$ cat config.mk
export PLATFORM = sky130hd
export DESIGN_NAME = psfa_regs
export DESIGN_NICKNAME = d
export VERILOG_FILES = /design/src/psfa_pkg.sv /design/src/psfa_fp_if.sv /design/src/psfa_fp_store.sv /design/src/psfa_regs.sv
export SDC_FILE = /design/constraint.sdc
export NUM_CORES = 1
export LEC_CHECK = 0
export ABC_AREA = 1
export CAP_MARGIN = 20
export CORE_UTILIZATION = 66
export CTS_BUF_LIST = sky130_fd_sc_hd__clkbuf_8
export DETAILED_ROUTE_END_ITERATION = 6
export DONT_BUFFER_PORTS = 1
export PLACE_DENSITY = 0.82
export SYNTH_ARGS = -nofsm -noshare
export SYNTH_HDL_FRONTEND = slang
export SYNTH_SLANG_ARGS = --single-unit
$ cat constraint.sdc
create_clock -name clk -period 50.9 [get_ports clk]
set_input_delay 10.18 -clock clk [delete_from_list [all_inputs] [get_ports clk]]
set_output_delay 10.18 -clock clk [all_outputs]
set_load 0.01 [all_outputs]
$ cat src/psfa_pkg.sv
// Purpose: shared constants and types for the packed simd / fp alias register block
// Assumes: axi4-lite register bus, 32-bit data
// Notes:   byte offsets are word aligned
package psfa_pkg;
	localparam int          NUM_REGS     = 8;
	localparam int          REG_BITS     = 64;
	localparam int          EXP_BITS     = 15;
	localparam int          FP_BITS      = 80;
	localparam int          TAG_BITS     = 16;
	localparam logic [15:0] TAG_VALID    = 16'h0000;
	localparam logic [15:0] TAG_EMPTY    = 16'hffff;
	localparam logic [14:0] EXP_ONES     = 15'h7fff;
	localparam logic [2:0]  TOP_ZERO     = 3'h0;
	localparam logic [7:0]  VEC_NUMERIC  = 8'h10;
	localparam logic [7:0]  VEC_INVALID  = 8'h06;
	localparam logic [7:0]  VEC_NONE     = 8'h00;
	// register byte offsets
	localparam logic [7:0]  OFF_CTRL     = 8'h00;
	localparam logic [7:0]  OFF_STATUS   = 8'h04;
	localparam logic [7:0]  OFF_TAG      = 8'h08;
	localparam logic [7:0]  OFF_SEL      = 8'h0c;
	localparam logic [7:0]  OFF_DLO      = 8'h10;
	localparam logic [7:0]  OFF_DHI      = 8'h14;
	localparam logic [7:0]  OFF_EXP      = 8'h18;
	// control bit positions
	localparam int          CTRL_EMUL    = 0;
	localparam int          CTRL_FPPEND  = 1;
	// status bit positions
	localparam int          ST_TOP_LSB   = 11;
	localparam int          ST_PEND      = 16;
	localparam int          ST_ERR       = 17;
	localparam logic [1:0]  RESP_OKAY    = 2'b00;
	localparam logic [1:0]  RESP_SLVERR  = 2'b10;
	typedef enum logic [1:0] {PSFA_OP_WRITE, PSFA_OP_READ, PSFA_OP_EMPTY, PSFA_OP_OTHER} psfa_op_type;
endpackage

$ cat src/psfa_fp_if.sv
// Purpose: carrier between the main block and the aliased fp register array
// Assumes: single clock
// Notes:   one write port, one read port
`timescale 1ns/10ps
`default_nettype none
interface psfa_fp_if;
	import psfa_pkg::*;
	logic                wrEn;
	logic [2:0]          wrIdx;
	logic [REG_BITS-1:0] wrMant;
	logic [2:0]          rdIdx;
	logic [FP_BITS-1:0]  rdEntry;
	modport ctrl (output wrEn, wrIdx, wrMant, rdIdx, input rdEntry);
	modport store (input wrEn, wrIdx, wrMant, rdIdx, output rdEntry);
endinterface
`default_nettype wire

$ cat src/psfa_fp_store.sv
// Purpose: eight 80-bit fp entries shared with the packed registers
// Assumes: writes come from packed instructions only
// Notes:   mantissa in low 64 bits, exponent above it
`timescale 1ns/10ps
`default_nettype none
module psfa_fp_store (
	// clock and reset
	input wire logic clk,
	input wire logic rst,
	// access
	psfa_fp_if.store fp
);
	import psfa_pkg::*;
	logic [FP_BITS-1:0] entry_q [NUM_REGS];

	// one entry per register
	for (genvar i = 0; i < NUM_REGS; i++) begin : g_ent
		always_ff @(posedge clk or posedge rst) begin
			if (rst) begin
				entry_q[i] <= '0;
			end else if (fp.wrEn && fp.wrIdx == 3'(i)) begin
				entry_q[i] <= {1'b0, EXP_ONES, fp.wrMant}; // [RULE_04] [RULE_13]
			end
		end
	end

	assign fp.rdEntry = entry_q[fp.rdIdx]; // [RULE_01]

	stored_exp_a: assert property (@(posedge clk) disable iff (rst)
		fp.wrEn |=> entry_q[$past(fp.wrIdx)][FP_BITS-2 -: EXP_BITS] == EXP_ONES) // [RULE_04]
		else $error("exponent not all ones after packed write");
endmodule
`default_nettype wire

$ cat src/psfa_regs.sv
// Purpose: packed simd register state aliased on fp registers and tags
// Assumes: pipeline presents one instruction per cycle on instrValid
// Notes:   software view over axi4-lite
`timescale 1ns/10ps
`default_nettype none
// Overview of operation
// [RULE_01] packed registers share fp register storage
// [RULE_02] registers addressed directly by index
// [RULE_03] stack top forced zero after instruction
// [RULE_04] packed write sets exponent to ones
// [RULE_05] non-empty instruction sets all tags valid
// [RULE_06] empty-state instruction sets all tags empty
// [RULE_07] no numeric fault unless fp pending
// [RULE_08] pending fp error faults next instruction
// [RULE_09] faulting instruction restarts after handler
// [RULE_10] memory faults reported as usual
// [RULE_11] emulation bit makes instruction invalid opcode
// [RULE_12] software empties state when done
// [RULE_13] eight 64-bit registers in mantissas
module psfa_regs (
	// clock and reset
	input  wire logic                     clk,
	input  wire logic                     rst,
	// instruction port
	input  wire logic                     instrValid,
	input  wire psfa_pkg::psfa_op_type    instrOp,
	input  wire logic [2:0]               instrReg,
	input  wire logic [63:0]              instrData,
	input  wire logic                     memFault,
	input  wire logic [7:0]               memFaultVec,
	// instruction results
	output logic                          doneValid,
	output logic [63:0]                   rdData,
	output logic                          excValid,
	output logic [7:0]                    excVector,
	output logic                          fpErrOut,
	output logic [2:0]                    stackTop,
	output logic [15:0]                   tagWord,
	// axi4-lite
	input  wire logic [7:0]               s_axi_awaddr,
	input  wire logic                     s_axi_awvalid,
	output logic                          s_axi_awready,
	input  wire logic [31:0]              s_axi_wdata,
	input  wire logic [3:0]               s_axi_wstrb,
	input  wire logic                     s_axi_wvalid,
	output logic                          s_axi_wready,
	output logic [1:0]                    s_axi_bresp,
	output logic                          s_axi_bvalid,
	input  wire logic                     s_axi_bready,
	input  wire logic [7:0]               s_axi_araddr,
	input  wire logic                     s_axi_arvalid,
	output logic                          s_axi_arready,
	output logic [31:0]                   s_axi_rdata,
	output logic [1:0]                    s_axi_rresp,
	output logic                          s_axi_rvalid,
	input  wire logic                     s_axi_rready
);
	import psfa_pkg::*;

	psfa_fp_if fp ();
	psfa_fp_store u_store (
		.clk (clk),
		.rst (rst),
		.fp  (fp.store)
	);

	logic          emul_q;
	logic          pend_q;
	logic [2:0]    sel_q;
	logic          awHeld_q;
	logic          wHeld_q;
	logic [7:0]    awAddr_q;
	logic [31:0]   wData_q;
	logic [3:0]    wStrb_q;
	logic          pendSet;
	logic          fault;

	////////////////////////////////////////////////////////////////////////
	// instruction qualification
	assign fault   = instrValid && (emul_q || pend_q || memFault);
	assign pendSet = awHeld_q && wHeld_q && awAddr_q == OFF_CTRL && wStrb_q[0] && wData_q[CTRL_FPPEND];

	always_comb begin
		fp.wrEn   = instrValid && !fault && instrOp == PSFA_OP_WRITE;
		fp.wrIdx  = instrReg; // [RULE_02]
		fp.wrMant = instrData;
		fp.rdIdx  = (instrValid && instrOp == PSFA_OP_READ) ? instrReg : sel_q;
	end

	////////////////////////////////////////////////////////////////////////
	// instruction results
	always_ff @(posedge clk or posedge rst) begin
		if (rst) begin
			doneValid <= 1'b0;
			excValid  <= 1'b0;
			excVector <= VEC_NONE;
			rdData    <= '0;
		end else begin
			doneValid <= instrValid && !fault;
			excValid  <= fault;
			rdData    <= fp.rdEntry[REG_BITS-1:0]; // [RULE_01]
			if (!instrValid) begin
				excVector <= VEC_NONE;
			end else if (emul_q) begin
				excVector <= VEC_INVALID; // [RULE_11]
			end else if (memFault) begin
				excVector <= memFaultVec; // [RULE_10]
			end else if (pend_q) begin
				excVector <= VEC_NUMERIC; // [RULE_08] [RULE_07]
			end else begin
				excVector <= VEC_NONE;
			end
		end
	end

	// fault error pin follows pending state seen by an instruction
	always_ff @(posedge clk or posedge rst) begin
		if (rst) begin
			fpErrOut <= 1'b0;
		end else if (instrValid && !emul_q && !memFault && pend_q) begin
			fpErrOut <= 1'b1; // [RULE_08]
		end else if (!pend_q) begin
			fpErrOut <= 1'b0;
		end
	end

	// pending fp exception, set from fp side via register, cleared by handler
	always_ff @(posedge clk or posedge rst) begin
		if (rst) begin
			pend_q <= 1'b0;
		end else if (pendSet) begin
			pend_q <= 1'b1;
		end else if (awHeld_q && wHeld_q && awAddr_q == OFF_CTRL && wStrb_q[0]) begin
			pend_q <= 1'b0; // [RULE_09]
		end
	end

	// fp state side effects
	always_ff @(posedge clk or posedge rst) begin
		if (rst) begin
			stackTop <= TOP_ZERO;
			tagWord  <= TAG_EMPTY;
		end else if (instrValid && !fault) begin
			stackTop <= TOP_ZERO; // [RULE_03]
			if (instrOp == PSFA_OP_EMPTY) begin
				tagWord <= TAG_EMPTY; // [RULE_06]
			end else begin
				tagWord <= TAG_VALID; // [RULE_05]
			end
		end
	end

	////////////////////////////////////////////////////////////////////////
	// axi4-lite write
	always_ff @(posedge clk or posedge rst) begin
		if (rst) begin
			awHeld_q <= 1'b0;
			wHeld_q  <= 1'b0;
			awAddr_q <= '0;
			wData_q  <= '0;
			wStrb_q  <= '0;
		end else if (awHeld_q && wHeld_q) begin
			awHeld_q <= 1'b0;
			wHeld_q  <= 1'b0;
		end else begin
			if (s_axi_awvalid && s_axi_awready) begin
				awHeld_q <= 1'b1;
				awAddr_q <= s_axi_awaddr;
			end
			if (s_axi_wvalid && s_axi_wready) begin
				wHeld_q <= 1'b1;
				wData_q <= s_axi_wdata;
				wStrb_q <= s_axi_wstrb;
			end
		end
	end

	always_ff @(posedge clk or posedge rst) begin
		if (rst) begin
			s_axi_awready <= 1'b0;
			s_axi_wready  <= 1'b0;
		end else begin
			s_axi_awready <= !awHeld_q && !s_axi_bvalid && !(s_axi_awvalid && s_axi_awready);
			s_axi_wready  <= !wHeld_q && !s_axi_bvalid && !(s_axi_wvalid && s_axi_wready);
		end
	end

	always_ff @(posedge clk or posedge rst) begin
		if (rst) begin
			emul_q <= 1'b0;
			sel_q  <= '0;
		end else if (awHeld_q && wHeld_q) begin
			if (awAddr_q == OFF_CTRL && wStrb_q[0]) begin
				emul_q <= wData_q[CTRL_EMUL];
			end else if (awAddr_q == OFF_SEL && wStrb_q[0]) begin
				sel_q <= wData_q[2:0];
			end
		end
	end

	always_ff @(posedge clk or posedge rst) begin
		if (rst) begin
			s_axi_bvalid <= 1'b0;
			s_axi_bresp  <= RESP_OKAY;
		end else if (awHeld_q && wHeld_q) begin
			s_axi_bvalid <= 1'b1;
			s_axi_bresp  <= (awAddr_q == OFF_CTRL || awAddr_q == OFF_SEL) ? RESP_OKAY : RESP_SLVERR;
		end else if (s_axi_bready) begin
			s_axi_bvalid <= 1'b0;
		end
	end

	////////////////////////////////////////////////////////////////////////
	// axi4-lite read
	always_ff @(posedge clk or posedge rst) begin
		if (rst) begin
			s_axi_arready <= 1'b0;
			s_axi_rvalid  <= 1'b0;
			s_axi_rdata   <= '0;
			s_axi_rresp   <= RESP_OKAY;
		end else if (s_axi_arvalid && s_axi_arready) begin
			s_axi_arready <= 1'b0;
			s_axi_rvalid  <= 1'b1;
			s_axi_rresp   <= RESP_OKAY;
			if (s_axi_araddr == OFF_CTRL) begin
				s_axi_rdata <= {30'h0, pend_q, emul_q};
			end else if (s_axi_araddr == OFF_STATUS) begin
				s_axi_rdata <= {14'h0, fpErrOut, pend_q, 2'h0, stackTop, 11'h0};
			end else if (s_axi_araddr == OFF_TAG) begin
				s_axi_rdata <= {16'h0, tagWord};
			end else if (s_axi_araddr == OFF_SEL) begin
				s_axi_rdata <= {29'h0, sel_q};
			end else if (s_axi_araddr == OFF_DLO) begin
				s_axi_rdata <= fp.rdEntry[31:0];
			end else if (s_axi_araddr == OFF_DHI) begin
				s_axi_rdata <= fp.rdEntry[63:32];
			end else if (s_axi_araddr == OFF_EXP) begin
				s_axi_rdata <= {16'h0, fp.rdEntry[FP_BITS-1:REG_BITS]};
			end else begin
				s_axi_rdata <= '0;
				s_axi_rresp <= RESP_SLVERR;
			end
		end else if (s_axi_rvalid && s_axi_rready) begin
			s_axi_rvalid  <= 1'b0;
		end else begin
			s_axi_arready <= !s_axi_rvalid;
		end
	end

	////////////////////////////////////////////////////////////////////////
	// checks
	top_zero_a: assert property (@(posedge clk) disable iff (rst)
		instrValid && !fault |=> stackTop == TOP_ZERO) // [RULE_03]
		else $error("stack top not zero after instruction");
	tag_valid_a: assert property (@(posedge clk) disable iff (rst)
		instrValid && !fault && instrOp != PSFA_OP_EMPTY |=> tagWord == TAG_VALID) // [RULE_05]
		else $error("tags not valid after instruction");
	tag_empty_a: assert property (@(posedge clk) disable iff (rst)
		instrValid && !fault && instrOp == PSFA_OP_EMPTY |=> tagWord == TAG_EMPTY) // [RULE_06]
		else $error("tags not empty after empty-state instruction");
	no_numeric_a: assert property (@(posedge clk) disable iff (rst)
		excVector == VEC_NUMERIC |-> $past(pend_q)) // [RULE_07]
		else $error("numeric fault without pending error");
	pend_fault_a: assert property (@(posedge clk) disable iff (rst)
		instrValid && pend_q && !emul_q && !memFault |=> excValid && excVector == VEC_NUMERIC && fpErrOut) // [RULE_08]
		else $error("pending error not reported");
	emul_fault_a: assert property (@(posedge clk) disable iff (rst)
		instrValid && emul_q |=> excVector == VEC_INVALID && !doneValid) // [RULE_11]
		else $error("emulation bit did not give invalid opcode");
	mem_fault_a: assert property (@(posedge clk) disable iff (rst)
		instrValid && memFault && !emul_q |=> excValid && excVector == $past(memFaultVec)) // [RULE_10]
		else $error("memory fault not reported");
	read_alias_a: assert property (@(posedge clk) disable iff (rst)
		instrValid && instrOp == PSFA_OP_WRITE && !fault ##1 instrValid && instrOp == PSFA_OP_READ
		&& instrReg == $past(instrReg) |=> rdData == $past(instrData, 2)) // [RULE_01] [RULE_02]
		else $error("read does not return aliased write");
endmodule
`default_nettype wire

# Yosys cells after proc, flatten, opt, wreduce, memory -nomap -nowiden
# Index checks and enable logic that the tools add are counted.
[word_totals] register_bits=671 input_bits=138 output_inout_bits=135
[classes] order_cmp=1 n_eq_ne=18 mux=38 n_bitwise=3 reduce_logical=54
[op_table] operator="$bmux W80 S3" count=1
[op_table] operator="$mux W32" count=6
[op_table] operator="$mux W80" count=2
[op_table] operator="$mux W16" count=2
[op_table] operator="$logic_and A1 B1 Y1" count=29
[op_table] operator="$eq A8 B4 Y1 const B" count=3
[op_table] operator="$eq A8 B5 Y1 const B" count=3
[op_table] operator="$mux W8" count=3
[op_table] operator="$logic_not A8 Y1" count=2
[op_table] operator="$mux W2" count=8
[op_table] operator="$mux W1" count=14
[op_table] operator="$eq A3 B3 Y1 const B" count=4
[op_table] operator="$reduce_bool A2 Y1" count=5
[op_table] operator="$logic_not A1 Y1" count=9
[op_table] operator="$eq A8 B3 Y1 const B" count=1
[op_table] operator="$eq A3 B2 Y1 const B" count=2
[op_table] operator="$reduce_and A2 Y1" count=3
[op_table] operator="$mux W5" count=1
[op_table] operator="$ge A4 B4 Y1 const B" count=1
[op_table] operator="$not A3 Y4" count=1
[op_table] operator="$eq A3 B1 Y1 const B" count=1
[op_table] operator="$logic_not A3 Y1" count=1
[op_table] operator="$logic_or A1 B1 Y1" count=3
[op_table] operator="$mux W3" count=1
[op_table] operator="7 further kinds" count=8

# Depth between registers and ports, before layout
[logic_depth] word_depth=14 mapped_depth=15

# Modules after synthesis
# From an unflattened synthesis, not the netlist that was laid out.
[hier_totals] cells_unflattened=4018 area_unflattened_um2=30947.2
[modules_own_cells] module="psfa_fp_store" instances=1 cells_each=3491 area_each_um2=25520.7
[modules_own_cells] module="psfa_regs" instances=1 cells_each=527 area_each_um2=5426.5

# Least setup slack after synthesis
# OpenSTA, ideal clock, no wires.
[synth_path] path_kind="input to register" start="in instrOp[1]" end="reg s_axi_rdata[10]" setup_time_ns=0.117 arrival_time_ns=11.520 path_slack_ns=39.263 path_stages=12 cell_sequence="inv_2 > nand3_2 > o21ai_2 > buf_2 > clkbuf_1 > nand3_1 > nand3_1 > nand3_1 > nand3_1 > nand2_1 > nand2_1 > nand2_1"
[synth_between] elab_chain_cells=14
[synth_lines] item="start: declaration" line="psfa_regs.sv:26" rtl="input wire psfa_pkg::psfa_op_type instrOp,"
[synth_lines] item="$eq A2 B1 Y1 *" line="psfa_regs.sv:87" rtl="fp.rdIdx = (instrValid && instrOp == PSFA_OP_READ) ? instrReg : sel_q;"
[synth_lines] item="$logic_and A1 B1 Y1 *" line="psfa_regs.sv:87"
[synth_lines] item="$mux W3 *" line="psfa_regs.sv:87"
[synth_lines] item="$not A3 Y4 (not written as such) *" line="psfa_fp_store.sv:27" rtl="assign fp.rdEntry = entry_q[fp.rdIdx];"
[synth_lines] item="$bmux W80 S3 *" line="psfa_fp_store.sv:27"
[synth_lines] item="$mux W80 (not written as such) * (2 in series)" line="psfa_fp_store.sv:27"
[synth_lines] item="$mux W16" line="psfa_regs.sv:237" rtl="end else if (s_axi_araddr == OFF_EXP) begin"
[synth_lines] item="$mux W32" line="psfa_regs.sv:235" rtl="end else if (s_axi_araddr == OFF_DHI) begin"
[synth_lines] item="$mux W32 *" line="psfa_regs.sv:233" rtl="end else if (s_axi_araddr == OFF_DLO) begin"
[synth_lines] item="$mux W32 *" line="psfa_regs.sv:231" rtl="end else if (s_axi_araddr == OFF_SEL) begin"
[synth_lines] item="$mux W32 *" line="psfa_regs.sv:229" rtl="end else if (s_axi_araddr == OFF_TAG) begin"
[synth_lines] item="$mux W32 *" line="psfa_regs.sv:227" rtl="end else if (s_axi_araddr == OFF_STATUS) begin"
[synth_lines] item="$mux W32 *" line="psfa_regs.sv:225" rtl="if (s_axi_araddr == OFF_CTRL) begin"
[synth_lines] item="end signal: assignment" line="psfa_regs.sv:226" rtl="s_axi_rdata <= {30'h0, pend_q, emul_q};"
[synth_lines] item="end signal: assignment" line="psfa_regs.sv:228" rtl="s_axi_rdata <= {14'h0, fpErrOut, pend_q, 2'h0, stackTop, 11'h0};"
[synth_lines] item="end signal: assignment" line="psfa_regs.sv:230" rtl="s_axi_rdata <= {16'h0, tagWord};"
[synth_lines] item="end: declaration" line="psfa_regs.sv:53" rtl="output logic [31:0] s_axi_rdata,"
# Mark *: on every way between the ends. The rest lies on a longest branch, timed or not. The select of a mux whose other input is x is not followed.
# A chain may end at the register's enable or synchronous reset.

# Final worst setup path
[layout_path] start="in instrOp[1]" end="reg s_axi_rdata[2]"
[layout_lines] item="$eq A2 B1 Y1" line="psfa_regs.sv:87"
[layout_lines] item="$logic_and A1 B1 Y1" line="psfa_regs.sv:87"
[layout_lines] item="$mux W3" line="psfa_regs.sv:87"
[layout_lines] item="$not A3 Y4 (not written as such)" line="psfa_fp_store.sv:27"
[layout_lines] item="$bmux W80 S3" line="psfa_fp_store.sv:27"
[layout_lines] item="$mux W80 (not written as such) (2 in series)" line="psfa_fp_store.sv:27"
[layout_lines] item="via fp.rdEntry[34]" line="psfa_fp_if.sv:12" rtl="logic [FP_BITS-1:0] rdEntry;"
[layout_lines] item="$mux W32" line="psfa_regs.sv:235"
[layout_lines] item="$mux W32" line="psfa_regs.sv:233"
[layout_lines] item="$mux W32" line="psfa_regs.sv:231"
[layout_lines] item="$mux W32" line="psfa_regs.sv:229"
[layout_lines] item="$mux W32" line="psfa_regs.sv:227"
[layout_lines] item="$mux W32" line="psfa_regs.sv:225"
# The timed path passes the listed nets, and every way through them passes these cells. The select of a mux whose other input is x is not followed.

==> out/results.txt <==
Hold slack -> 470 ps
Avg Cell Area, Syn -> 8.42 sq um
Gr usage total -> 34.7%
Clk_skew -> 38.1 ps
Worst setup path class -> in2reg
CTS Hold Bufs -> 0
Outcome -> complete, no violations
Post-Route WL -> 74.5 mm
Leak pwr -> 0.0146 uW
Die height -> 208 um
Nets -> 3367
Worst-case clock buffer depth -> 3
GPL Wtd Cong -> 0.876
Initial Utilization -> 67.0%
Area contributors post-synth -> dfrtp_1 58%, nand2_1 16%, o21ai_0 7.7%
Worst-margin pin slew -> 1150 ps
I/O pin total -> 273
Asr flop ratio synth -> 100%
First-pass GRT wire length -> 118 mm
DR vias -> 23500
Top-count cell post-synth -> nand2_1
Leading area contributor after synthesis -> dfrtp_1
Worst-path fanout max -> 109
DRT Pass-1 Iters -> 6
Clock latency on the worst-skew pair -> 690 ps
# setup viols final -> 0
CP Capture Type -> flop
Final min period -> 13420 ps
# rows -> 75
Setup TNS -> 0 ps
Number of synthesized register bits -> 654
Startpoint types -> input pin
Vias/cell -> 6.09
Peak supply drop -> 0.0297 mV
Final worst-path cycle share -> 26.4%
Number of gates resized after CTS -> 0
RSZ-0062 raised after global routing -> no
ANT nets after route -> 0
Layout area overhead -> 7.20%
Cells after Synth -> 3336
Post-Route Utilization -> 71.8%
R2R depth -> 12
Mapped Area -> 28100 sq um
FMAX -> 74.5 MHz
Clock Tree Root -> clkbuf_8
Dpl hpwl -> 41.2 mm
Cell Pwr Density -> 41.1 nW/um^2
Post-route DRC -> 0
Setup bufs post-CTS -> 0
Slew headroom -> 23.4%
Core region area -> 41900 sq um
Top FF cell, synth -> dfrtp_1
EDFF count, synth -> 0
Share of cells above drive strength 1 -> 6.17%
Die width -> 208 um
Total chip power -> 1240 uW
CP peak stage delay -> 810 ps
TritonCTS clock tree -> built
Port bufs -> 0
Unique masters post-synth -> 34
Buf/Inv on CP -> 3
Reg clk slew, reported paths -> 70 ps
CP arrival -> 14040 ps
Die Area -> 43400 sq um
Pins Over Slew Limit -> 0
Grt total ovfl -> 0
Worst path cell trace -> inv_2, nand3_2, nand2_1, nand2_8, buf_4, buf_4, nand2_1, nand3_1, nand3_1, nand2_1, nor2_1, nor3b_1, o21ai_1, nand2_1
Top-area cell type share of the netlist area -> 58.1%
Min-Delay Path Depth -> 2
Post-synth top cells -> 1211 x nand2_1, 653 x dfrtp_1, 432 x o21ai_0, 416 x nand3_1, 144 x o21ai_1
Cell family with most CP delay -> simple AND/OR/NAND/NOR gates
Initial antenna violation count -> 6
Max cap viols -> 0
Critical path's slowest cell -> buf_4
CP dominant cell by count -> nand2_1
Vias in the first global route -> 22000
Sequential-to-total area share from yosys stat -> 58.2%
Wire per inst -> 19.4 um
Worst EP required -> 51520 ps
DP Worst Slack -> 36940 ps
CTS buffer count -> 102
Post-route setup slack -> 37480 ps
Hold WC Path Type -> reg2reg
Total clock sinks -> 654
Synth warnings -> 0
Hold violation total from the final report -> 0
Total stage count of the critical path -> 14
H-tree depth -> 3
Largest net degree at the start of global routing -> 189
DRT iter0 DRCs -> 2767
-- power by group --
group / switching [uW] / total, uW / internal [uW]
Sequential: 50.7 / 646 / 596
Combinational: 108 / 164 / 55.7
Clock: 200 / 427 / 227
-- final timing paths --
kind | startpoint | end | slack [ps]
worst max-delay path | instrOp[1] | s_axi_rdata[2] | 37480
worst min-delay path | u_store.entry_q[144] | u_store.entry_q[144] | 470
worst max register to register | sel_q[0] | s_axi_rdata[2] | 46870
worst min register to register | u_store.entry_q[144] | u_store.entry_q[144] | 470
max in group asynchronous | rst | u_store.entry_q[402] | 39150
min in group asynchronous | rst | rdData[59] | 9530
-- kinds of logic after synthesis --
family / after synthesis / share of synthesized area, %
AND/OR/NAND/NOR: 1700 / 24.8
flip-flops: 654 / 58.2
AO/OA/AOI/OAI: 614 / 11.0
buffers and inverters: 358 / 5.55
multiplexers: 9 / 0.361
other: 1 / 0.0133
-- cell usage in the layout, fill, tap and decap left out, types with 6 or more instances in the layout --
| cell | netlist | final |
|---|---|---|
| o21ai_0 | 432 | 431 |
| nand2_1 | 1211 | 1204 |
| nor2_1 | 53 | 51 |
| mux2_2 | 9 | 9 |
| buf_4 | 21 | 24 |
| nand3_1 | 416 | 414 |
| clkbuf_8 | 0 | 126 |
| o21ai_1 | 144 | 143 |
| nand2_4 | 0 | 6 |
| a21oi_1 | 27 | 27 |
| inv_1 | 110 | 150 |
| dfrtp_1 | 653 | 653 |
| clkinv_2 | 0 | 9 |
-- layout make-up --
type / instances / area, sq um
fillers: 3122 / 11800
clock buffers: 126 / 1730
inverters: 114 / 435
flip-flops and latches: 654 / 16400
diodes: 4 / 10.0
clock inverters: 56 / 264
well taps: 539 / 674
repair buffers: 29 / 310
multi-input cells: 2328 / 10300
-- state kept, by name, indices dropped and copies added, names as in the netlist, 3 cells and up --
| signal | count |
|---|---|
| awAddr_q | 8 |
| s_axi_rdata | 32 |
| sel_q | 3 |
| rdData | 64 |
| excVector | 8 |
| u_store.entry_q | 520 |
| wData_q | 3 |
-- worst min-delay path, delay by kind of cell, from the launching register on --
family	cells	cell delay, ps
AND/OR/NAND/NOR	1	50
flip-flops	1	350
buffers and inverters	1	40
-- routing by layer --
layer / GRT usage, % / wire length [um] / vias up
met5: 0 / 21 / -
met4: 15.9 / 2580 / 4
met3: 6.16 / 7010 / 161
met2: 53.5 / 34900 / 1248
met1: 48.4 / 30000 / 11400
li1: - / - / 10600
-- through the flow --
step,instances,area [sq um]
after global placement,3660,28000
after global routing,3849,30100
after CTS,3842,30000
final,3850,30100
after floorplan,3340,28100
after detailed placement,3660,28000
No activity file was read; power rests on OpenSTA's default activity.
